[config.mk]
export PLATFORM = sky130hd
export DESIGN_NAME = contact_input_run_monitor
export DESIGN_NICKNAME = d
export VERILOG_FILES = /design/src/rtl/contact_input_pkg.sv /design/src/rtl/contact_input_run_monitor.sv
export SDC_FILE = /design/constraint.sdc
export NUM_CORES = 1
export LEC_CHECK = 0
export BUFFER_PORTS_ARGS = -buffer_cell sky130_fd_sc_hd__buf_2
export CORE_MARGIN = 4
export CORE_UTILIZATION = 59
export DETAILED_ROUTE_END_ITERATION = 8
export HOLD_SLACK_MARGIN = 0.03
export PLACE_DENSITY_LB_ADDON = 0.05
export SLEW_MARGIN = 20
export SYNTH_ARGS = -nofsm -noshare
export SYNTH_HDL_FRONTEND = slang
export SYNTH_SLANG_ARGS = --single-unit
[constraint.sdc]
create_clock -name sys_clk -period 2.85 [get_ports sys_clk]
set_input_delay 0.4275 -clock sys_clk [delete_from_list [all_inputs] [get_ports sys_clk]]
set_output_delay 0.4275 -clock sys_clk [all_outputs]
set_load 0.005 [all_outputs]
[src/rtl/contact_input_pkg.sv]
// Package with register map, field layouts and timing constants for the contact input run monitor
package contact_input_pkg;
	// Register byte offsets
	localparam logic [11:0] REG_INPUT_CFG = 12'h000;
	localparam logic [11:0] REG_READ_DELAY = 12'h004;
	localparam logic [11:0] REG_OFF_DETECT = 12'h008;
	localparam logic [11:0] REG_MODE_CFG = 12'h00C;
	localparam logic [11:0] REG_STATUS = 12'h010;
	localparam logic [11:0] REG_IRQ_STATUS = 12'h014;
	localparam logic [11:0] REG_IRQ_MASK = 12'h018;
	localparam logic [11:0] REG_CONTROL = 12'h01C;

	// Input function codes, 3 bits per input
	typedef enum logic [2:0] {
		FUNC_OFF = 3'h0,
		FUNC_RUN_LEVEL = 3'h1,
		FUNC_RUN_PULSE = 3'h2,
		FUNC_SW_NO = 3'h3,
		FUNC_SW_NC = 3'h4,
		FUNC_RMT_LEVEL = 3'h5,
		FUNC_RMT_PULSE = 3'h6
	} input_func_t;

	// Communication modes
	typedef enum logic [1:0] {
		MODE_LOCAL = 2'h0,
		MODE_CONTACT_IO = 2'h1,
		MODE_FIELDBUS = 2'h2,
		MODE_SIMPLE = 2'h3
	} comm_mode_t;

	// Alarm action codes
	typedef enum logic [1:0] {
		ACT_STOP = 2'h0,
		ACT_CONTINUE = 2'h1,
		ACT_DISABLE = 2'h2
	} alarm_action_t;

	// Field positions
	localparam int IN1_FUNC_LSB = 0;
	localparam int IN2_FUNC_LSB = 4;
	localparam int FUNC_W = 3;
	localparam int MODE_LSB = 0;
	localparam int PROTO_SEL_BIT = 2;
	localparam int ACT1_LSB = 4;
	localparam int ACT2_LSB = 6;
	localparam int CTRL_STOP_BIT = 0;
	localparam int IRQ_W = 4;
	localparam int IRQ_SW1 = 0;
	localparam int IRQ_SW2 = 1;
	localparam int IRQ_RUN = 2;
	localparam int IRQ_STOP = 3;

	// Reset values
	localparam logic [31:0] INPUT_CFG_RESET = 32'h0000_0001;
	localparam logic [31:0] TIMER_RESET = 32'h0000_0000;
	localparam logic [31:0] MODE_CFG_RESET = 32'h0000_0000;

	// Timer tick: timers count in milliseconds
	localparam int CLK_HZ = 20_000_000;
	localparam int TICK_MS = 1;
	localparam int TICK_CYCLES = CLK_HZ / 1000 * TICK_MS;
	// Least pulse hold the far side must give, for reference
	localparam int PULSE_HOLD_MS = 300;
endpackage

[src/rtl/contact_input_run_monitor.sv]
// Contact input run/stop, remote select and external switch monitor with APB registers
// Contract
// - Two inputs; input one level run/stop, input two unused by default.
// - Level run/stop: run while input asserted, stop when deasserted.
// - Pulse run/stop: each falling edge toggles running and stopped.
// - Level remote select: remote while asserted, local otherwise.
// - Pulse remote select: each falling edge toggles local and remote.
// - Switch monitoring starts only after read delay from operation start.
// - Read delay resets to zero seconds.
// - Switch counts open only after staying open for OFF-detection time.
// - OFF-detection time resets to zero seconds.
// - Switch two open while running raises its alarm; action configurable.
// - Run/stop deassert stops; later switch opening raises no alarm.
// - No switch monitoring while not operating.
// - Fault on either or both switches alarms and stops, per action.
// - Switch one monitored only in local, fieldbus, simple protocol one.
// - Each switch input normally-open or normally-closed polarity.
// - With no function configured both inputs are ignored.
//
// Design decisions made here: the APB interface to the registers and the register offsets.
`timescale 1ns/100ps
module contact_input_run_monitor #(
	parameter int TIMER_W = 16,
	parameter int TICK_CYCLES = contact_input_pkg::TICK_CYCLES
) (
	input wire logic sys_clk, // System clock, 20 MHz
	input wire logic rst, // Synchronous reset, active high
	input wire logic psel, // APB select
	input wire logic penable, // APB enable
	input wire logic pwrite, // APB write
	input wire logic [11:0] paddr, // APB byte address
	input wire logic [31:0] pwdata, // APB write data
	output logic [31:0] prdata, // APB read data
	output logic pready, // APB ready
	output logic pslverr, // APB error on unmapped address
	input wire logic contact_in1, // Contact input one, high when closed
	input wire logic contact_in2, // Contact input two, high when closed
	output logic operating, // Device running
	output logic contact_io_remote, // Contact-I/O remote state
	output logic input2_switch_fault_alarm, // Input two switch alarm
	output logic input1_switch_fault_alarm, // Input one switch alarm
	output logic irq // Level interrupt
);
	logic [31:0] input_cfg;
	logic [TIMER_W-1:0] read_delay;
	logic [TIMER_W-1:0] off_detect;
	logic [31:0] mode_cfg;
	logic [contact_input_pkg::IRQ_W-1:0] irq_status;
	logic [contact_input_pkg::IRQ_W-1:0] irq_mask;
	logic [31:0] tick_cnt;
	logic tick;
	logic in1_q;
	logic in2_q;
	logic [TIMER_W-1:0] delay_cnt;
	logic monitor_on;
	logic [TIMER_W-1:0] off_cnt1;
	logic [TIMER_W-1:0] off_cnt2;
	logic open1;
	logic open2;
	logic sw1_fault;
	logic sw2_fault;
	logic stop_by_alarm;
	logic run_start;
	logic run_stop;
	logic next_operating;
	logic sw_stop_pulse;
	contact_input_pkg::input_func_t func1;
	contact_input_pkg::input_func_t func2;
	contact_input_pkg::comm_mode_t mode;
	contact_input_pkg::alarm_action_t act1;
	contact_input_pkg::alarm_action_t act2;
	logic proto_two;
	logic sw1_allowed;
	logic wr;
	logic rd_ok;
	logic setup_phase;
	logic access_phase;
	logic rise1;
	logic fall1;
	logic rise2;
	logic fall2;
	logic status_wr;
	logic [contact_input_pkg::IRQ_W-1:0] irq_clear;
	logic [contact_input_pkg::IRQ_W-1:0] irq_event;
	logic [contact_input_pkg::IRQ_W-1:0] next_irq_status;
	logic next_alarm1;
	logic next_alarm2;
	logic run_event;
	logic stop_event;
	logic [31:0] status_word;

	// Writable bits of the two configuration words; the others read back as zero
	localparam logic [31:0] INPUT_CFG_MASK = 32'h0000_0077;
	localparam logic [31:0] MODE_CFG_MASK = 32'h0000_00F7;
	// Widths of the mode and action fields
	localparam int MODE_W = 2;
	localparam int ACT_W = 2;
	// Status bits in use; the rest of the word reads zero
	localparam int STATUS_W = 6;

	// Switch reads open: NO contact open is low, NC contact open is high
	function automatic logic switch_open(input contact_input_pkg::input_func_t f, input logic pin);
		switch_open = (f == contact_input_pkg::FUNC_SW_NC) ? pin : ~pin;
	endfunction

	// Function is a run/stop kind
	function automatic logic is_run(input contact_input_pkg::input_func_t f);
		is_run = (f == contact_input_pkg::FUNC_RUN_LEVEL) || (f == contact_input_pkg::FUNC_RUN_PULSE);
	endfunction

	// Function is a switch kind
	function automatic logic is_sw(input contact_input_pkg::input_func_t f);
		is_sw = (f == contact_input_pkg::FUNC_SW_NO) || (f == contact_input_pkg::FUNC_SW_NC);
	endfunction

	// Configuration fields
	assign func1 = contact_input_pkg::input_func_t'(input_cfg[contact_input_pkg::IN1_FUNC_LSB +: contact_input_pkg::FUNC_W]);
	assign func2 = contact_input_pkg::input_func_t'(input_cfg[contact_input_pkg::IN2_FUNC_LSB +: contact_input_pkg::FUNC_W]);
	assign mode = contact_input_pkg::comm_mode_t'(mode_cfg[contact_input_pkg::MODE_LSB +: MODE_W]);
	assign proto_two = mode_cfg[contact_input_pkg::PROTO_SEL_BIT];
	assign act1 = contact_input_pkg::alarm_action_t'(mode_cfg[contact_input_pkg::ACT1_LSB +: ACT_W]);
	assign act2 = contact_input_pkg::alarm_action_t'(mode_cfg[contact_input_pkg::ACT2_LSB +: ACT_W]);
	// Switch one only outside contact-I/O mode and simple protocol two; switch two always
	always_comb begin
		unique case (mode)
			contact_input_pkg::MODE_LOCAL: sw1_allowed = 1'b1;
			contact_input_pkg::MODE_CONTACT_IO: sw1_allowed = 1'b0;
			contact_input_pkg::MODE_FIELDBUS: sw1_allowed = 1'b1;
			contact_input_pkg::MODE_SIMPLE: sw1_allowed = !proto_two;
		endcase
	end

	// APB: zero wait states, error on unmapped address
	assign pready = 1'b1;
	assign setup_phase = psel && !penable;
	assign access_phase = psel && penable;
	assign wr = access_phase && pwrite;
	always_comb begin
		unique case (paddr)
			contact_input_pkg::REG_INPUT_CFG, contact_input_pkg::REG_READ_DELAY,
			contact_input_pkg::REG_OFF_DETECT, contact_input_pkg::REG_MODE_CFG,
			contact_input_pkg::REG_STATUS, contact_input_pkg::REG_IRQ_STATUS,
			contact_input_pkg::REG_IRQ_MASK, contact_input_pkg::REG_CONTROL: rd_ok = 1'b1;
			default: rd_ok = 1'b0;
		endcase
	end
	assign pslverr = access_phase && !rd_ok;

	// Status word: running, remote, alarm one, open one, open two, monitor active
	assign status_word = {(32 - STATUS_W)'(0), monitor_on, open2, open1,
		input1_switch_fault_alarm, contact_io_remote, operating};

	// Read data is registered from the setup cycle so it is ready in the access phase
	always_ff @(posedge sys_clk) begin
		if (rst) begin
			prdata <= 32'h0000_0000;
		end else if (setup_phase) begin
			unique case (paddr)
				contact_input_pkg::REG_INPUT_CFG: prdata <= input_cfg;
				contact_input_pkg::REG_READ_DELAY: prdata <= 32'(read_delay);
				contact_input_pkg::REG_OFF_DETECT: prdata <= 32'(off_detect);
				contact_input_pkg::REG_MODE_CFG: prdata <= mode_cfg;
				contact_input_pkg::REG_STATUS: prdata <= status_word;
				contact_input_pkg::REG_IRQ_STATUS: prdata <= 32'(irq_status);
				contact_input_pkg::REG_IRQ_MASK: prdata <= 32'(irq_mask);
				default: prdata <= 32'h0000_0000;
			endcase
		end
	end

	// Configuration registers
	always_ff @(posedge sys_clk) begin
		if (rst) begin
			input_cfg <= contact_input_pkg::INPUT_CFG_RESET;
			read_delay <= TIMER_W'(contact_input_pkg::TIMER_RESET);
			off_detect <= TIMER_W'(contact_input_pkg::TIMER_RESET);
			mode_cfg <= contact_input_pkg::MODE_CFG_RESET;
			irq_mask <= '0;
		end else if (wr) begin
			unique case (paddr)
				contact_input_pkg::REG_INPUT_CFG: input_cfg <= pwdata & INPUT_CFG_MASK;
				contact_input_pkg::REG_READ_DELAY: read_delay <= pwdata[TIMER_W-1:0];
				contact_input_pkg::REG_OFF_DETECT: off_detect <= pwdata[TIMER_W-1:0];
				contact_input_pkg::REG_MODE_CFG: mode_cfg <= pwdata & MODE_CFG_MASK;
				contact_input_pkg::REG_IRQ_MASK: irq_mask <= pwdata[contact_input_pkg::IRQ_W-1:0];
				default: ;
			endcase
		end
	end

	// Millisecond tick shared by both timers
	always_ff @(posedge sys_clk) begin
		if (rst || tick) begin
			tick_cnt <= 32'h0000_0000;
		end else begin
			tick_cnt <= tick_cnt + 32'h0000_0001;
		end
	end
	// Last count of the prescaler; a shortened tick only speeds up tests
	localparam logic [31:0] TICK_LAST = 32'(TICK_CYCLES - 1);
	assign tick = (tick_cnt == TICK_LAST);

	// Previous input levels for rising- and falling-edge detection
	always_ff @(posedge sys_clk) begin
		if (rst) begin
			in1_q <= 1'b0;
			in2_q <= 1'b0;
		end else begin
			in1_q <= contact_in1;
			in2_q <= contact_in2;
		end
	end

	// Edges of the sampled contacts
	assign rise1 = contact_in1 & ~in1_q;
	assign fall1 = ~contact_in1 & in1_q;
	assign rise2 = contact_in2 & ~in2_q;
	assign fall2 = ~contact_in2 & in2_q;

	// Run requests from whichever input carries run/stop; the far side holds pulses 300 ms
	always_comb begin
		run_start = 1'b0;
		run_stop = 1'b0;
		if (func1 == contact_input_pkg::FUNC_RUN_LEVEL) begin
			run_start = run_start | rise1;
			run_stop = run_stop | fall1;
		end else if (func1 == contact_input_pkg::FUNC_RUN_PULSE && fall1) begin
			run_start = ~operating;
			run_stop = operating;
		end
		if (func2 == contact_input_pkg::FUNC_RUN_LEVEL) begin
			run_start = run_start | rise2;
			run_stop = run_stop | fall2;
		end else if (func2 == contact_input_pkg::FUNC_RUN_PULSE && fall2) begin
			run_start = run_start | ~operating;
			run_stop = run_stop | operating;
		end
	end

	// Alarm stop only for switches whose action is stop
	always_comb begin
		stop_by_alarm = 1'b0;
		if (sw1_fault && act1 == contact_input_pkg::ACT_STOP) begin
			stop_by_alarm = 1'b1;
		end
		if (sw2_fault && act2 == contact_input_pkg::ACT_STOP) begin
			stop_by_alarm = 1'b1;
		end
	end
	// Operating state; no run function stops at once so the stop event is still flagged
	always_comb begin
		next_operating = operating;
		if (!(is_run(func1) || is_run(func2))) begin
			next_operating = 1'b0;
		end else if (stop_by_alarm || run_stop || sw_stop_pulse) begin
			next_operating = 1'b0;
		end else if (run_start && !input2_switch_fault_alarm && !input1_switch_fault_alarm) begin
			next_operating = 1'b1;
		end
	end
	// Software stop via control register
	assign sw_stop_pulse = wr && (paddr == contact_input_pkg::REG_CONTROL) && pwdata[contact_input_pkg::CTRL_STOP_BIT];
	always_ff @(posedge sys_clk) begin
		if (rst) begin
			operating <= 1'b0;
		end else begin
			operating <= next_operating;
		end
	end

	// Remote select, input two only
	always_ff @(posedge sys_clk) begin
		if (rst) begin
			contact_io_remote <= 1'b0;
		end else if (func2 == contact_input_pkg::FUNC_RMT_LEVEL) begin
			contact_io_remote <= contact_in2;
		end else if (func2 == contact_input_pkg::FUNC_RMT_PULSE) begin
			if (fall2) begin
				contact_io_remote <= ~contact_io_remote;
			end
		end else begin
			contact_io_remote <= 1'b0;
		end
	end

	// Read delay from operation start; restarts whenever operation stops
	always_ff @(posedge sys_clk) begin
		if (rst || !operating) begin
			delay_cnt <= '0;
			monitor_on <= 1'b0;
		end else if (delay_cnt >= read_delay) begin
			monitor_on <= 1'b1;
		end else if (tick) begin
			delay_cnt <= delay_cnt + TIMER_W'(1);
		end
	end

	// OFF detection per switch; a closed switch restarts the count
	always_ff @(posedge sys_clk) begin
		if (rst || !monitor_on || !is_sw(func1) || !switch_open(func1, contact_in1)) begin
			off_cnt1 <= '0;
			open1 <= 1'b0;
		end else if (off_cnt1 >= off_detect) begin
			open1 <= 1'b1;
		end else if (tick) begin
			off_cnt1 <= off_cnt1 + TIMER_W'(1);
		end
	end
	always_ff @(posedge sys_clk) begin
		if (rst || !monitor_on || !is_sw(func2) || !switch_open(func2, contact_in2)) begin
			off_cnt2 <= '0;
			open2 <= 1'b0;
		end else if (off_cnt2 >= off_detect) begin
			open2 <= 1'b1;
		end else if (tick) begin
			off_cnt2 <= off_cnt2 + TIMER_W'(1);
		end
	end

	// Faults are only raised while operating, so a stop first means no alarm later
	always_comb begin
		sw1_fault = 1'b0;
		sw2_fault = 1'b0;
		if (operating && act1 != contact_input_pkg::ACT_DISABLE) begin
			sw1_fault = open1 && sw1_allowed;
		end
		if (operating && act2 != contact_input_pkg::ACT_DISABLE) begin
			sw2_fault = open2;
		end
	end

	// Write-one clear of the event register
	assign status_wr = wr && (paddr == contact_input_pkg::REG_IRQ_STATUS);
	assign irq_clear = status_wr ? pwdata[contact_input_pkg::IRQ_W-1:0] : '0;

	// Alarms latch until cleared; a fault in the clearing cycle keeps its alarm
	always_comb begin
		next_alarm1 = input1_switch_fault_alarm && !irq_clear[contact_input_pkg::IRQ_SW1];
		next_alarm2 = input2_switch_fault_alarm && !irq_clear[contact_input_pkg::IRQ_SW2];
		if (sw1_fault) begin
			next_alarm1 = 1'b1;
		end
		if (sw2_fault) begin
			next_alarm2 = 1'b1;
		end
	end
	always_ff @(posedge sys_clk) begin
		if (rst) begin
			input1_switch_fault_alarm <= 1'b0;
			input2_switch_fault_alarm <= 1'b0;
		end else begin
			input1_switch_fault_alarm <= next_alarm1;
			input2_switch_fault_alarm <= next_alarm2;
		end
	end

	// Run and stop events are the edges of the operating state
	assign run_event = ~operating & next_operating;
	assign stop_event = operating & ~next_operating;
	always_comb begin
		irq_event = '0;
		irq_event[contact_input_pkg::IRQ_SW1] = sw1_fault;
		irq_event[contact_input_pkg::IRQ_SW2] = sw2_fault;
		irq_event[contact_input_pkg::IRQ_RUN] = run_event;
		irq_event[contact_input_pkg::IRQ_STOP] = stop_event;
	end

	// Sticky event bits; a new event wins over a write-one clear in the same cycle
	assign next_irq_status = (irq_status & ~irq_clear) | irq_event;
	always_ff @(posedge sys_clk) begin
		if (rst) begin
			irq_status <= '0;
		end else begin
			irq_status <= next_irq_status;
		end
	end
	assign irq = |(irq_status & irq_mask);
endmodule
==> results of run 1 <==
-- cell families (layout without fill, tap and decap cells) --
kind of cell,Yosys count,in the layout,share of synthesized area [%]
other cells,2,17,0.0876
flops,158,158,36.9
compound gates,216,216,15.7
buf+inv,110,171,6.06
fa+ha+maj,52,52,7.59
xor+xnor,35,35,3.58
simple gates,419,419,26.4
mux,28,28,3.71
-- registers in the layout, summed over array words and instances, names as in the netlist --
register,cells
in1_q,1
operating,1
irq_mask,4
off_detect,16
irq_status,4
off_cnt1,16
delay_cnt,16
input_cfg,6
off_cnt2,16
tick_cnt,32
in2_q,1
open1,1
open2,1
read_delay,16
input2_switch_fault_alarm,1
contact_io_remote,1
input1_switch_fault_alarm,1
mode_cfg,7
prdata,16
monitor_on,1
-- cell usage after synthesis (3+ instances only) --
cell type	instances
sky130_fd_sc_hd__mux2i_1	25
sky130_fd_sc_hd__and3_1	16
sky130_fd_sc_hd__inv_1	55
sky130_fd_sc_hd__dfxtp_1	158
sky130_fd_sc_hd__o211ai_1	4
sky130_fd_sc_hd__nand3_1	37
sky130_fd_sc_hd__buf_4	17
sky130_fd_sc_hd__nor2_1	86
sky130_fd_sc_hd__nor4_4	7
sky130_fd_sc_hd__and4_1	3
sky130_fd_sc_hd__nor4_1	10
sky130_fd_sc_hd__nor3_1	9
sky130_fd_sc_hd__a222oi_1	3
sky130_fd_sc_hd__nand4_1	27
sky130_fd_sc_hd__nand2_2	10
sky130_fd_sc_hd__or3_1	32
sky130_fd_sc_hd__nand2b_1	6
sky130_fd_sc_hd__buf_2	9
sky130_fd_sc_hd__mux4_2	3
sky130_fd_sc_hd__or4_1	13
sky130_fd_sc_hd__xor2_1	15
sky130_fd_sc_hd__a21oi_2	10
sky130_fd_sc_hd__o22ai_1	3
sky130_fd_sc_hd__a32oi_1	3
sky130_fd_sc_hd__ha_1	52
sky130_fd_sc_hd__o31ai_1	12
sky130_fd_sc_hd__clkbuf_1	24
sky130_fd_sc_hd__xnor2_1	20
sky130_fd_sc_hd__and2_1	3
sky130_fd_sc_hd__nand2_1	130
sky130_fd_sc_hd__nor3_4	4
sky130_fd_sc_hd__a22oi_1	10
sky130_fd_sc_hd__a21oi_1	85
sky130_fd_sc_hd__nor2b_1	9
sky130_fd_sc_hd__a31oi_1	3
sky130_fd_sc_hd__o21ai_0	55
sky130_fd_sc_hd__nand4_2	4
sky130_fd_sc_hd__a21o_1	5
-- metal layers --
| metal | vias to the layer above | GRT usage, % | share of wire, % |
|---|---|---|---|
| met5 | - | 0 | 0 |
| met2 | 211 | 41.1 | 46 |
| met4 | 0 | 6.92 | 1.7 |
| met1 | 3545 | 36.2 | 46 |
| met3 | 29 | 5.02 | 6.1 |
| li1 | 3736 | - | - |
-- what timing repair did --
item / in CTS / in global routing
gates resized for setup: 0 / 2
setup buffers: 0 / 2
hold endpoints to repair: 0 / 0
setup endpoints to repair: 0 / 12
-- power by group through the flow --
stage	Combinational, mW	Clock [mW]	Sequential (mW)
global route	0.164	2.53	2.23
floorplan	0.103	0	2.27
detailed placement	0.148	0	2.28
finish	0.151	2.41	2.23
global placement	0.148	0	2.28
CTS	0.149	2.43	2.23
-- metrics by stage --
stage          instances  setup slack (ns)  total power [mW]  utilization (%)  hold slack, ns
5_1_grt             1276            0.0353              4.92             68.8           0.246
2_1_floorplan       1035             0.308              2.38                -           0.430
4_1_cts             1274            0.0466              4.80             68.6           0.250
3_3_place_gp        1242             0.152              2.42             64.2           0.431
3_5_place_dp        1242            0.0850              2.42             64.2           0.439
6_report            1276             0.125              4.79             68.8           0.259
-- worst paths after layout --
check,endpoint,slack (ns),cells past startpoint,from
worst max-delay path,off_cnt2[7]$_SDFFE_PP0P_,0.12,8,off_detect[0]$_SDFFE_PP0P_
worst min register to register,prdata[11]$_SDFFE_PP0P_,0.45,2,prdata[11]$_SDFFE_PP0P_
worst min-delay path,read_delay[13]$_SDFFE_PP0P_,0.26,3,pwdata[13]
worst max register to register,off_cnt2[7]$_SDFFE_PP0P_,0.12,8,off_detect[0]$_SDFFE_PP0P_
-- worst reg2reg max path, cell delays in order (launching register included) --
cell	delay (ns)
sky130_fd_sc_hd__dfxtp_1	0.45
sky130_fd_sc_hd__ha_1	0.27
sky130_fd_sc_hd__nand2b_1	0.14
sky130_fd_sc_hd__a2111o_1	0.43
sky130_fd_sc_hd__a32oi_2	0.40
sky130_fd_sc_hd__nand3_2	0.23
sky130_fd_sc_hd__buf_4	0.22
sky130_fd_sc_hd__or3_1	0.33
sky130_fd_sc_hd__a21oi_1	0.18
-- area by class of cell --
| type | count | area (µm²) | area share (%) |
|---|---|---|---|
| Clock buffer | 20 | 467 | 4.83 |
| Clock inverter | 12 | 160 | 1.66 |
| Inverter | 55 | 206 | 2.14 |
| Multi-Input combinational cell | 767 | 4960 | 51.3 |
| Sequential cell | 158 | 3160 | 32.7 |
| Tap cell | 180 | 225 | 2.33 |
| Timing Repair Buffer | 84 | 490 | 5.07 |
==> qor_table.md, run 1 <==
| Item | Reported | Unit |
|:---|:---|:---|
| Core Rows | 43 | - |
| Cell area after technology mapping | 8570 | µm² |
| Initial cell density of the core | 61.0 | % |
| Global-route wire length before repair | 34200 | µm |
| Worst min-delay path class | in -> reg | - |
| I/O pins | 90 | - |
| Number of vias after detailed routing | 7521 | - |
| Standby leakage power | 3.46 | nW |
| Outcome | finished clean | - |
| Fraction of synthesis flops using an asynchronous set or reset pin | 0 | % |
| Clk network pwr share | 50.3 | % |
| P_sw | 1.07 | mW |
| Count of maximum capacitance violations | 0 | - |
| RD Place Congestion | 0.863 | - |
| First drt pass iteration count | 5 | - |
| DR vias/cell | 5.89 | - |
| Setup crit end kind | flip-flop | - |
| Final TNS setup | 0 | ns |
| Estimated wirelength of the detail-placed design | 15300 | µm |
| Final Cell Area | 9670 | µm² |
| Core Box Area | 14000 | µm² |
| Worst-skew pair later-pin latency | 0.43 | ns |
| Synth Register Bits | 158 | - |
| Tot GR Track Use | 25.8 | % |
| Portion of synthesized cell area occupied by the leading cell type | 36.9 | % |
| Level count of the clock H-tree | 4 | - |
| Final-report setup violation count | 0 | - |
| Die outline width | 129 | µm |
| Data required time of the critical path | 3.20 | ns |
| Power Internal | 3.72 | mW |
| Measured slew at the worst slew-check pin | 0.696 | ns |
| Initial antenna violation count | 0 | - |
| Combinational share of power | 3.2 | % |
| Vias in the first global route | 6799 | - |
| Inserted Diodes | 0 | - |
| Flop pwr share | 46.5 | % |
| Clk sinks | 158 | - |
| Sum of buffers and inverters on the critical path | 1 | - |
| Maximum number of pins on one net before global-route repair | 33 | - |
| Post-route DRC | 0 | - |
| Count of hold-fix buffers inserted at cts | 0 | - |
| CP peak stage delay | 0.45 | ns |
| Period utilisation layout | 95.6 | % |
| Number of distinct library cells after synthesis | 70 | - |
| Synthesized instance count | 1020 | - |
| Worst path arrival time | 3.08 | ns |
| Synth area leaders | sky130_fd_sc_hd__dfxtp_1 (37%), sky130_fd_sc_hd__ha_1 (7.6%), sky130_fd_sc_hd__nand2_1 (5.7%), sky130_fd_sc_hd__a21oi_1 (5.0%), sky130_fd_sc_hd__nor2_1 (3.8%) | - |
| Most used flip-flop cell after synthesis | sky130_fd_sc_hd__dfxtp_1 | - |
| Synthesized area per cell | 8.40 | µm² |
| Warning count from the yosys run | 0 | - |
| Start-to-end type of the worst setup path | reg -> reg | - |
| P&R area growth vs syn | 12.8 | % |
| Number of I/O port buffers | 56 | - |
| Initial drt markers | 611 | - |
| Total number of nets in the final design | 1186 | - |
| CTS max path bufs | 2 | - |
| Highest clock frequency the design can meet | 367 | MHz |
| Kind of cell adding the most delay to the critical path | compound AO/OA/AOI/OAI gates | - |
| Leftover overflow at the end of global routing | 0 | - |
| CTS clock-pin slew for the worst setup and hold paths | 0.06 | ns |
| Maximum net fanout on the critical path | 8 | - |
| EDFF count, synth | 0 | - |
| Minimum clock period | 2.73 | ns |
| Routed Wire Length | 21100 | µm |
| Clock tree from TritonCTS | done | - |
| Critical path's slowest cell | sky130_fd_sc_hd__dfxtp_1 | - |
| Startpoint class of the critical path | flip-flop | - |
| Pwr Density | 495 | nW/µm² |
| Critical Path, Cell by Cell | ha_1, nand2b_1, a2111o_1, a32oi_2, nand3_2, buf_4, or3_1, a21oi_1 | - |
| TritonCTS buffer count | 17 | - |
| Commonest non-fill, non-tap cells in the layout | sky130_fd_sc_hd__dfxtp_1 (158), sky130_fd_sc_hd__nand2_1 (130), sky130_fd_sc_hd__nor2_1 (86), sky130_fd_sc_hd__a21oi_1 (85), sky130_fd_sc_hd__buf_2 (56) | - |
| Clock Skews | 0.00850 | ns |
| Hold Vio Cnt, Final | 0 | - |
| Layout filler cell count | 1158 | - |
| Worst-case vdd ir drop | 0.000419 | V |
| Cell at the root of the clock tree | sky130_fd_sc_hd__clkbuf_16 | - |
| Die Y-Extent | 129 | µm |
| Total cell area at the placement stage | 9010 | µm² |
| Slew headroom | 53.6 | % |
| Proportion of layout cells with a drive suffix above 1 | 15.3 | % |
| Antenna-violating nets left | 0 | - |
| RSZ-0062 raised after global routing | no | - |
| Largest area contributor in the synthesized netlist | sky130_fd_sc_hd__dfxtp_1 | - |
| Die footprint | 16500 | µm² |
| Switching fraction of total power | 22.3 | % |
| Sequential-to-total area share from yosys stat | 36.9 | % |
| Most common library cell in the layout ignoring fill and taps | sky130_fd_sc_hd__dfxtp_1 | - |
| Fin. max-slew vios | 0 | - |
| Routed length per placed instance | 16.5 | µm |
No activity file was read; power rests on OpenSTA's default activity.
==> inputs of run 2 (changes only) <==
--- a/config.mk
+++ b/config.mk
@@ -7,7 +7,7 @@
 export LEC_CHECK = 0
 export BUFFER_PORTS_ARGS = -buffer_cell sky130_fd_sc_hd__buf_2
 export CORE_MARGIN = 4
-export CORE_UTILIZATION = 59
+export CORE_UTILIZATION = 50
 export DETAILED_ROUTE_END_ITERATION = 8
 export HOLD_SLACK_MARGIN = 0.03
 export PLACE_DENSITY_LB_ADDON = 0.05
==> run 2 against run 1 <==
Effect of this change:
- combinational power rose by 4%
- register-to-register slack improved by 0.08 ns
- via count fell by 0.70%
- critical path depth did not move
- final area fell by 0.13%
- sequential power barely moved
- die area rose by 17%
- hold slack improved by 0.0085 ns
- maximum frequency rose by 3.1%
- sequential cell count did not move
- critical path type unchanged
==> qor_table.md, run 2 (synthesized netlist as in run 1, its figures left out) <==
| Item | Reported | Unit | Change |
|:---|:---|:---|:---|
| CTS clock-pin slew for the worst setup and hold paths | 0.07 | ns | was 0.06 ns |
| RD Place Congestion | 0.826 | - | was 0.863 |
| Number of cells on the worst hold path | 3 | - | unchanged |
| Count of hold-fix buffers inserted at cts | 0 | - | unchanged |
| Clk sinks | 158 | - | unchanged |
| Clock tree from TritonCTS | done | - | unchanged |
| Worst reg2reg path endpoint | off_cnt2[4]$_SDFFE_PP0P_ | - | was off_cnt2[7]$_SDFFE_PP0P_ |
| Worst min-delay path class | in -> reg | - | unchanged |
| FF-to-FF Start | off_detect[0]$_SDFFE_PP0P_ | - | unchanged |
| Final hold slack | 0.268 | ns | was 0.259 ns |
| DR vias/cell | 5.67 | - | was 5.89 |
| Maximum number of pins on one net before global-route repair | 35 | - | was 33 |
| Standby leakage power | 3.41 | nW | was 3.46 nW |
| Largest register FFs | 32 | - | unchanged |
| Most flop-heavy register | tick_cnt | - | unchanged |
| Final-report setup violation count | 0 | - | unchanged |
| Count of maximum capacitance violations | 0 | - | unchanged |
| Inserted Diodes | 0 | - | unchanged |
| Initial cell density of the core | 51.3 | % | was 61.0% |
| Worst-case vdd ir drop | 0.000442 | V | was 0.000419 V |
| Final TNS setup | 0 | ns | unchanged |
| Most common library cell in the layout ignoring fill and taps | sky130_fd_sc_hd__dfxtp_1 | - | unchanged |
| Layout filler cell count | 1571 | - | was 1158 |
| Data required time of the critical path | 3.21 | ns | was 3.20 ns |
| Maximum net fanout on the critical path | 8 | - | unchanged |
| Hold_sp | pwdata[10] | - | was pwdata[13] |
| Number of vias after detailed routing | 7468 | - | was 7521 |
| Routed length per placed instance | 16.2 | µm | was 16.5 µm |
| Core Rows | 47 | - | was 43 |
| I/O pins | 90 | - | unchanged |
| Worst-skew pair later-pin latency | 0.43 | ns | about the same |
| Period utilisation layout | 92.7 | % | was 95.6% |
| TritonCTS buffer count | 17 | - | unchanged |
| Setup crit end kind | flip-flop | - | unchanged |
| Routed Wire Length | 21400 | µm | was 21100 µm |
| Power Total | 4.54 | mW | was 4.79 mW |
| First drt pass iteration count | 5 | - | unchanged |
| Proportion of layout cells with a drive suffix above 1 | 14.8 | % | was 15.3% |
| Start-to-end type of the worst setup path | reg -> reg | - | unchanged |
| Startpoint class of the critical path | flip-flop | - | unchanged |
| Tot GR Track Use | 22.2 | % | was 25.8% |
| Fin. max-slew vios | 0 | - | unchanged |
| Worst R2R Path Depth | 8 | - | unchanged |
| Clock Skews | 0.00884 | ns | was 0.00850 ns |
| Die Y-Extent | 139 | µm | was 129 µm |
| Minimum clock period | 2.64 | ns | was 2.73 ns |
| Post-Route Utilization | 57.8 | % | was 68.8% |
| Worst path arrival time | 3.01 | ns | was 3.08 ns |
| Cell at the root of the clock tree | sky130_fd_sc_hd__clkbuf_16 | - | unchanged |
| Global-route wire length before repair | 35500 | µm | was 34200 µm |
| Level count of the clock H-tree | 4 | - | unchanged |
| Post-route DRC | 0 | - | unchanged |
| Estimated wirelength of the detail-placed design | 16000 | µm | was 15300 µm |
| Pwr Density | 470 | nW/µm² | was 495 nW/µm² |
| Worst hold endpoint | read_delay[10]$_SDFFE_PP0P_ | - | was read_delay[13]$_SDFFE_PP0P_ |
| Setup slack of the worst register-to-register path | 0.21 | ns | was 0.12 ns |
| Leftover overflow at the end of global routing | 0 | - | unchanged |
| Antenna-violating nets left | 0 | - | unchanged |
| Number of I/O port buffers | 56 | - | unchanged |
| Core Box Area | 16700 | µm² | was 14000 µm² |
| CTS max path bufs | 2 | - | unchanged |
| Initial antenna violation count | 0 | - | unchanged |
| Vias in the first global route | 6951 | - | was 6799 |
| Commonest non-fill, non-tap cells in the layout | sky130_fd_sc_hd__dfxtp_1 (158), sky130_fd_sc_hd__nand2_1 (130), sky130_fd_sc_hd__nor2_1 (86), sky130_fd_sc_hd__a21oi_1 (85), sky130_fd_sc_hd__buf_2 (56) | - | unchanged |
| Total number of nets in the final design | 1186 | - | unchanged |
| Cts repair resizes | 0 | - | unchanged |
| Highest clock frequency the design can meet | 378 | MHz | was 367 MHz |
| Measured slew at the worst slew-check pin | 0.694 | ns | was 0.696 ns |
| P&R area growth vs syn | 12.7 | % | was 12.8% |
| Initial drt markers | 421 | - | was 611 |
| Outcome | finished clean | - | unchanged |
| Die footprint | 19300 | µm² | was 16500 µm² |
| Die outline width | 139 | µm | was 129 µm |
| RSZ-0062 raised after global routing | no | - | unchanged |
| Slew headroom | 53.7 | % | was 53.6% |
| # Post-CTS Setup Buffers | 0 | - | unchanged |
| Hold Vio Cnt, Final | 0 | - | unchanged |
run 2: worst max path at each step:
| stage | start | endpoint | slack [ns] | depth (start not counted) |
|---|---|---|---|---|
| finish | off_detect[0]$_SDFFE_PP0P_ | off_cnt2[4]$_SDFFE_PP0P_ | 0.21 | 8 |
| global route | off_detect[0]$_SDFFE_PP0P_ | off_cnt2[4]$_SDFFE_PP0P_ | 0.03 | 8 |
| CTS | off_detect[13]$_SDFFE_PP0P_ | off_cnt1[6]$_SDFFE_PP0P_ | 0.11 | 9 |
| detailed placement | off_detect[13]$_SDFFE_PP0P_ | off_cnt1[6]$_SDFFE_PP0P_ | 0.14 | 9 |
| global placement | off_detect[13]$_SDFFE_PP0P_ | off_cnt1[10]$_SDFFE_PP0P_ | 0.17 | 9 |
| floorplan | off_detect[13]$_SDFFE_PP0P_ | off_cnt1[2]$_SDFFE_PP0P_ | 0.31 | 9 |
run 2: critical path: stages (launching register included):
cell                       delay [ns]
sky130_fd_sc_hd__dfxtp_1         0.47
sky130_fd_sc_hd__ha_1            0.27
sky130_fd_sc_hd__nand2b_1        0.14
sky130_fd_sc_hd__a2111o_1        0.45
sky130_fd_sc_hd__a32oi_4         0.35
sky130_fd_sc_hd__nand3_2         0.21
sky130_fd_sc_hd__buf_4           0.21
sky130_fd_sc_hd__or3_1           0.34
sky130_fd_sc_hd__a21oi_1         0.14
run 2: routing by layer:
| metal | routed length [µm] | global-route usage (%) | part of all wire, % |
|---|---|---|---|
| met1 | 10100 | 31.2 | 47 |
| met2 | 9780 | 34.9 | 46 |
| met3 | 1130 | 4.55 | 5.3 |
| met4 | 334 | 6.28 | 1.6 |
| met5 | 0 | 0 | 0 |
run 2: metrics by stage:
step / setup slack (ns) / instances / instance area, µm²
floorplan: 0.308 / 1035 / 8620
global placement: 0.168 / 1284 / 9090
detailed placement: 0.140 / 1284 / 9090
CTS: 0.111 / 1316 / 9640
global route: 0.0280 / 1316 / 9660
finish: 0.207 / 1316 / 9660
run 2: cell type report:
| cell class | count | area (µm²) | share of cell area, % |
|---|---|---|---|
| Multi-Input combinational cell | 767 | 4960 | 51.4 |
| Clock buffer | 23 | 458 | 4.74 |
| Timing Repair Buffer | 84 | 503 | 5.21 |
| Sequential cell | 158 | 3160 | 32.8 |
| Clock inverter | 9 | 87.6 | 0.907 |
| Inverter | 55 | 206 | 2.14 |
| Tap cell | 220 | 275 | 2.85 |
run 2: power by group:
group	internal [mW]	switching, mW
Sequential	2.22	0.00697
Combinational	0.0489	0.108
Clock	1.23	0.929
Total	3.49	1.04
==> inputs of run 3 (changes only) <==
--- a/config.mk
+++ b/config.mk
@@ -7,11 +7,11 @@
 export LEC_CHECK = 0
 export BUFFER_PORTS_ARGS = -buffer_cell sky130_fd_sc_hd__buf_2
 export CORE_MARGIN = 4
-export CORE_UTILIZATION = 50
+export CORE_UTILIZATION = 55
 export DETAILED_ROUTE_END_ITERATION = 8
 export HOLD_SLACK_MARGIN = 0.03
 export PLACE_DENSITY_LB_ADDON = 0.05
-export SLEW_MARGIN = 20
+export SETUP_SLACK_MARGIN = 0.1
 export SYNTH_ARGS = -nofsm -noshare
 export SYNTH_HDL_FRONTEND = slang
 export SYNTH_SLANG_ARGS = --single-unit
==> run 3 against run 2 <==
Effect of this change:
- final area about the same
- clock skew decreased by 0.0028 ns
- global-route usage increased by 1.8 points
- combinational power decreased by 3%
- sequential cell count unchanged
- largest power group unchanged
- clock power decreased by 2%
- core utilization increased by 5.5 points
- first-iteration DRC count increased by 32%
- highest routed layer unchanged
- cell count decreased by 0.46%
- setup slack improved by 0.043 ns
- count of clock-buffer cells in the layout increased by 4
==> qor_table.md, run 3 (synthesized netlist as in run 1, its figures left out) <==
| Item | Reported | Unit | Change |
|:---|:---|:---|:---|
| Hold Vio Cnt, Final | 0 | - | unchanged |
| Startpoint class of the critical path | flip-flop | - | unchanged |
| Worst-skew pair later-pin latency | 0.43 | ns | about the same |
| Level count of the clock H-tree | 4 | - | unchanged |
| Hold_sp | pwdata[10] | - | unchanged |
| Standby leakage power | 3.44 | nW | was 3.41 nW |
| P&R area growth vs syn | 12.8 | % | was 12.7% |
| Data required time of the critical path | 3.21 | ns | about the same |
| Core Box Area | 15300 | µm² | was 16700 µm² |
| CTS clock-pin slew for the worst setup and hold paths | 0.06 | ns | was 0.07 ns |
| FF-to-FF Start | off_detect[13]$_SDFFE_PP0P_ | - | was off_detect[0]$_SDFFE_PP0P_ |
| Minimum clock period | 2.60 | ns | was 2.64 ns |
| Most flop-heavy register | tick_cnt | - | unchanged |
| Global-route wire length before repair | 34300 | µm | was 35500 µm |
| Die footprint | 17600 | µm² | was 19300 µm² |
| Measured slew at the worst slew-check pin | 0.881 | ns | was 0.694 ns |
| Total number of nets in the final design | 1189 | - | was 1186 |
| Worst path arrival time | 2.96 | ns | was 3.01 ns |
| Pwr Density | 465 | nW/µm² | was 470 nW/µm² |
| Routed length per placed instance | 16.1 | µm | was 16.2 µm |
| Critical path's slowest cell | sky130_fd_sc_hd__or4_1 | - | was sky130_fd_sc_hd__dfxtp_1 |
| Multi-input combinational cell area | 4950 | µm² | was 4960 µm² |
| Maximum net fanout on the critical path | 12 | - | was 8 |
| Period utilisation layout | 91.2 | % | was 92.7% |
| Leftover overflow at the end of global routing | 0 | - | unchanged |
| Proportion of layout cells with a drive suffix above 1 | 15.3 | % | was 14.8% |
| Number of cells on the worst hold path | 3 | - | unchanged |
| Critical Path, Cell by Cell | inv_1, ha_1, a21o_1, a21o_1, a2111oi_2, buf_4, nand4_2, buf_4, or4_1, a21oi_1 | - | was ha_1, nand2b_1, a2111o_1, a32oi_4, nand3_2, buf_4, or3_1, a21oi_1 |
| First drt pass iteration count | 6 | - | was 5 |
| Vias in the first global route | 6696 | - | was 6951 |
| Commonest non-fill, non-tap cells in the layout | sky130_fd_sc_hd__dfxtp_1 (156), sky130_fd_sc_hd__nand2_1 (130), sky130_fd_sc_hd__nor2_1 (86), sky130_fd_sc_hd__a21oi_1 (85), sky130_fd_sc_hd__buf_2 (56) | - | was sky130_fd_sc_hd__dfxtp_1 (158), sky130_fd_sc_hd__nand2_1 (130), sky130_fd_sc_hd__nor2_1 (86), sky130_fd_sc_hd__a21oi_1 (85), sky130_fd_sc_hd__buf_2 (56) |
| Start-to-end type of the worst setup path | reg -> reg | - | unchanged |
| CTS max path bufs | 2 | - | unchanged |
| I/O pins | 90 | - | unchanged |
| Worst min-delay path class | in -> reg | - | unchanged |
| Worst-case setup margin in the final layout | 0.250 | ns | was 0.207 ns |
| Routed Wire Length | 21200 | µm | was 21400 µm |
| Setup slack of the worst register-to-register path | 0.25 | ns | was 0.21 ns |
| Highest clock frequency the design can meet | 385 | MHz | was 378 MHz |
| Count of hold-fix buffers inserted at cts | 0 | - | unchanged |
| Post-route DRC | 0 | - | unchanged |
| Sum of buffers and inverters on the critical path | 3 | - | was 1 |
| Worst R2R Path Depth | 10 | - | was 8 |
| Kind of cell adding the most delay to the critical path | compound AO/OA/AOI/OAI gates | - | unchanged |
| Initial antenna violation count | 0 | - | unchanged |
| Combinational share of power | 3.4 | % | was 3.5% |
| Layout filler cell count | 1392 | - | was 1571 |
| Setup crit end kind | flip-flop | - | unchanged |
| Initial drt markers | 557 | - | was 421 |
| RSZ-0062 raised after global routing | no | - | unchanged |
| Tot GR Track Use | 24.0 | % | was 22.2% |
| Initial cell density of the core | 56.2 | % | was 51.3% |
| Switching fraction of total power | 22.3 | % | was 23.0% |
| Post-Route Utilization | 63.3 | % | was 57.8% |
| Count of maximum capacitance violations | 0 | - | unchanged |
| Slew headroom | 40.9 | % | was 53.7% |
| CP peak stage delay | 0.40 | ns | was 0.47 ns |
| Worst-case vdd ir drop | 0.000498 | V | was 0.000442 V |
| Number of vias after detailed routing | 7476 | - | was 7468 |
| Pre-CTS worst setup slack | 0.154 | ns | was 0.140 ns |
| Clock Skews | 0.00600 | ns | was 0.00884 ns |
| Inserted Diodes | 0 | - | unchanged |
| Most common library cell in the layout ignoring fill and taps | sky130_fd_sc_hd__dfxtp_1 | - | unchanged |
| Clk sinks | 158 | - | unchanged |
| Clock tree from TritonCTS | done | - | unchanged |
| TritonCTS buffer count | 17 | - | unchanged |
| Core Rows | 45 | - | was 47 |
| Final TNS setup | 0 | ns | unchanged |
| Die outline width | 133 | µm | was 139 µm |
| Maximum number of pins on one net before global-route repair | 37 | - | was 35 |
| Largest register FFs | 32 | - | unchanged |
| Fin. max-slew vios | 0 | - | unchanged |
| Outcome | finished clean | - | unchanged |
| Number of I/O port buffers | 56 | - | unchanged |
| Die Y-Extent | 133 | µm | was 139 µm |
| Flop pwr share | 49.6 | % | was 49.0% |
| Area of all sequential standard cells | 3170 | µm² | was 3160 µm² |
| RD Place Congestion | 0.826 | - | about the same |
| DR vias/cell | 5.71 | - | was 5.67 |
| Final-report setup violation count | 0 | - | unchanged |
| P_sw | 1.00 | mW | was 1.04 mW |
| Clk network pwr share | 47.0 | % | was 47.5% |
| Estimated wirelength of the detail-placed design | 15600 | µm | was 16000 µm |
| Cell at the root of the clock tree | sky130_fd_sc_hd__clkbuf_16 | - | unchanged |
| Power Internal | 3.49 | mW | about the same |
| Worst reg2reg path endpoint | off_cnt1[10]$_SDFFE_PP0P_ | - | was off_cnt2[4]$_SDFFE_PP0P_ |
| Antenna-violating nets left | 0 | - | unchanged |
| Worst hold endpoint | read_delay[10]$_SDFFE_PP0P_ | - | unchanged |
run 3: worst min-delay path, cell delays in order:
cell and delay, ns:
sky130_fd_sc_hd__buf_2 0.11, sky130_fd_sc_hd__nand2_1 0.05, sky130_fd_sc_hd__a21oi_1 0.05
run 3: metrics by stage:
step | total power [mW] | cells | hold slack (ns) | instance area [µm²]
after floorplan | 2.38 | 1035 | 0.430 | 8620
after global placement | 2.43 | 1275 | 0.431 | 9090
after detailed placement | 2.43 | 1275 | 0.437 | 9090
after CTS | 4.53 | 1307 | 0.247 | 9630
after global routing | 4.63 | 1310 | 0.252 | 9660
final | 4.49 | 1310 | 0.252 | 9660
run 3: power by group through the flow:
stage	logic, mW	clock network (mW)	registers (mW)
after floorplan	0.103	0	2.27
after global placement	0.153	0	2.28
after detailed placement	0.152	0	2.28
after CTS	0.153	2.15	2.23
after global routing	0.169	2.24	2.23
final	0.153	2.11	2.23
run 3: cell type report:
class	instances	share of cell area (%)
clock buffer	27	5.31
clock inverter	5	0.311
inverter	55	2.14
multi-input combinational	767	51.2
sequential	158	32.8
tap	211	2.73
timing repair buffer	87	5.57
run 3: worst max-delay path by stage:
| stage | startpoint | to | slack, ns | depth (start not counted) |
|---|---|---|---|---|
| finish | off_detect[13]$_SDFFE_PP0P_ | off_cnt1[10]$_SDFFE_PP0P_ | 0.25 | 10 |
| global route | off_detect[15]$_SDFFE_PP0P_ | off_cnt2[11]$_SDFFE_PP0P_ | 0.11 | 9 |
| CTS | off_detect[13]$_SDFFE_PP0P_ | off_cnt1[4]$_SDFFE_PP0P_ | 0.13 | 10 |
| detailed placement | off_detect[13]$_SDFFE_PP0P_ | off_cnt1[4]$_SDFFE_PP0P_ | 0.15 | 10 |
| global placement | off_detect[13]$_SDFFE_PP0P_ | off_cnt1[10]$_SDFFE_PP0P_ | 0.22 | 10 |
| floorplan | off_detect[13]$_SDFFE_PP0P_ | off_cnt1[2]$_SDFFE_PP0P_ | 0.31 | 9 |
run 3: repair_timing:
action	in CTS	in global routing
setup buffers	0	3
resized for setup	0	3
endpoints found under the setup margin	0	11
run 3: layer usage:
metal  GRT usage [%]  up-vias  share of wire (%)  routed length, µm
met5               0        -                  0                  0
met4            10.3        0                2.4                514
met1            33.5     3512                 48              10100
met2            36.8      199                 45               9500
met3            4.07       39                5.1               1090
li1                -     3726                  -                  -
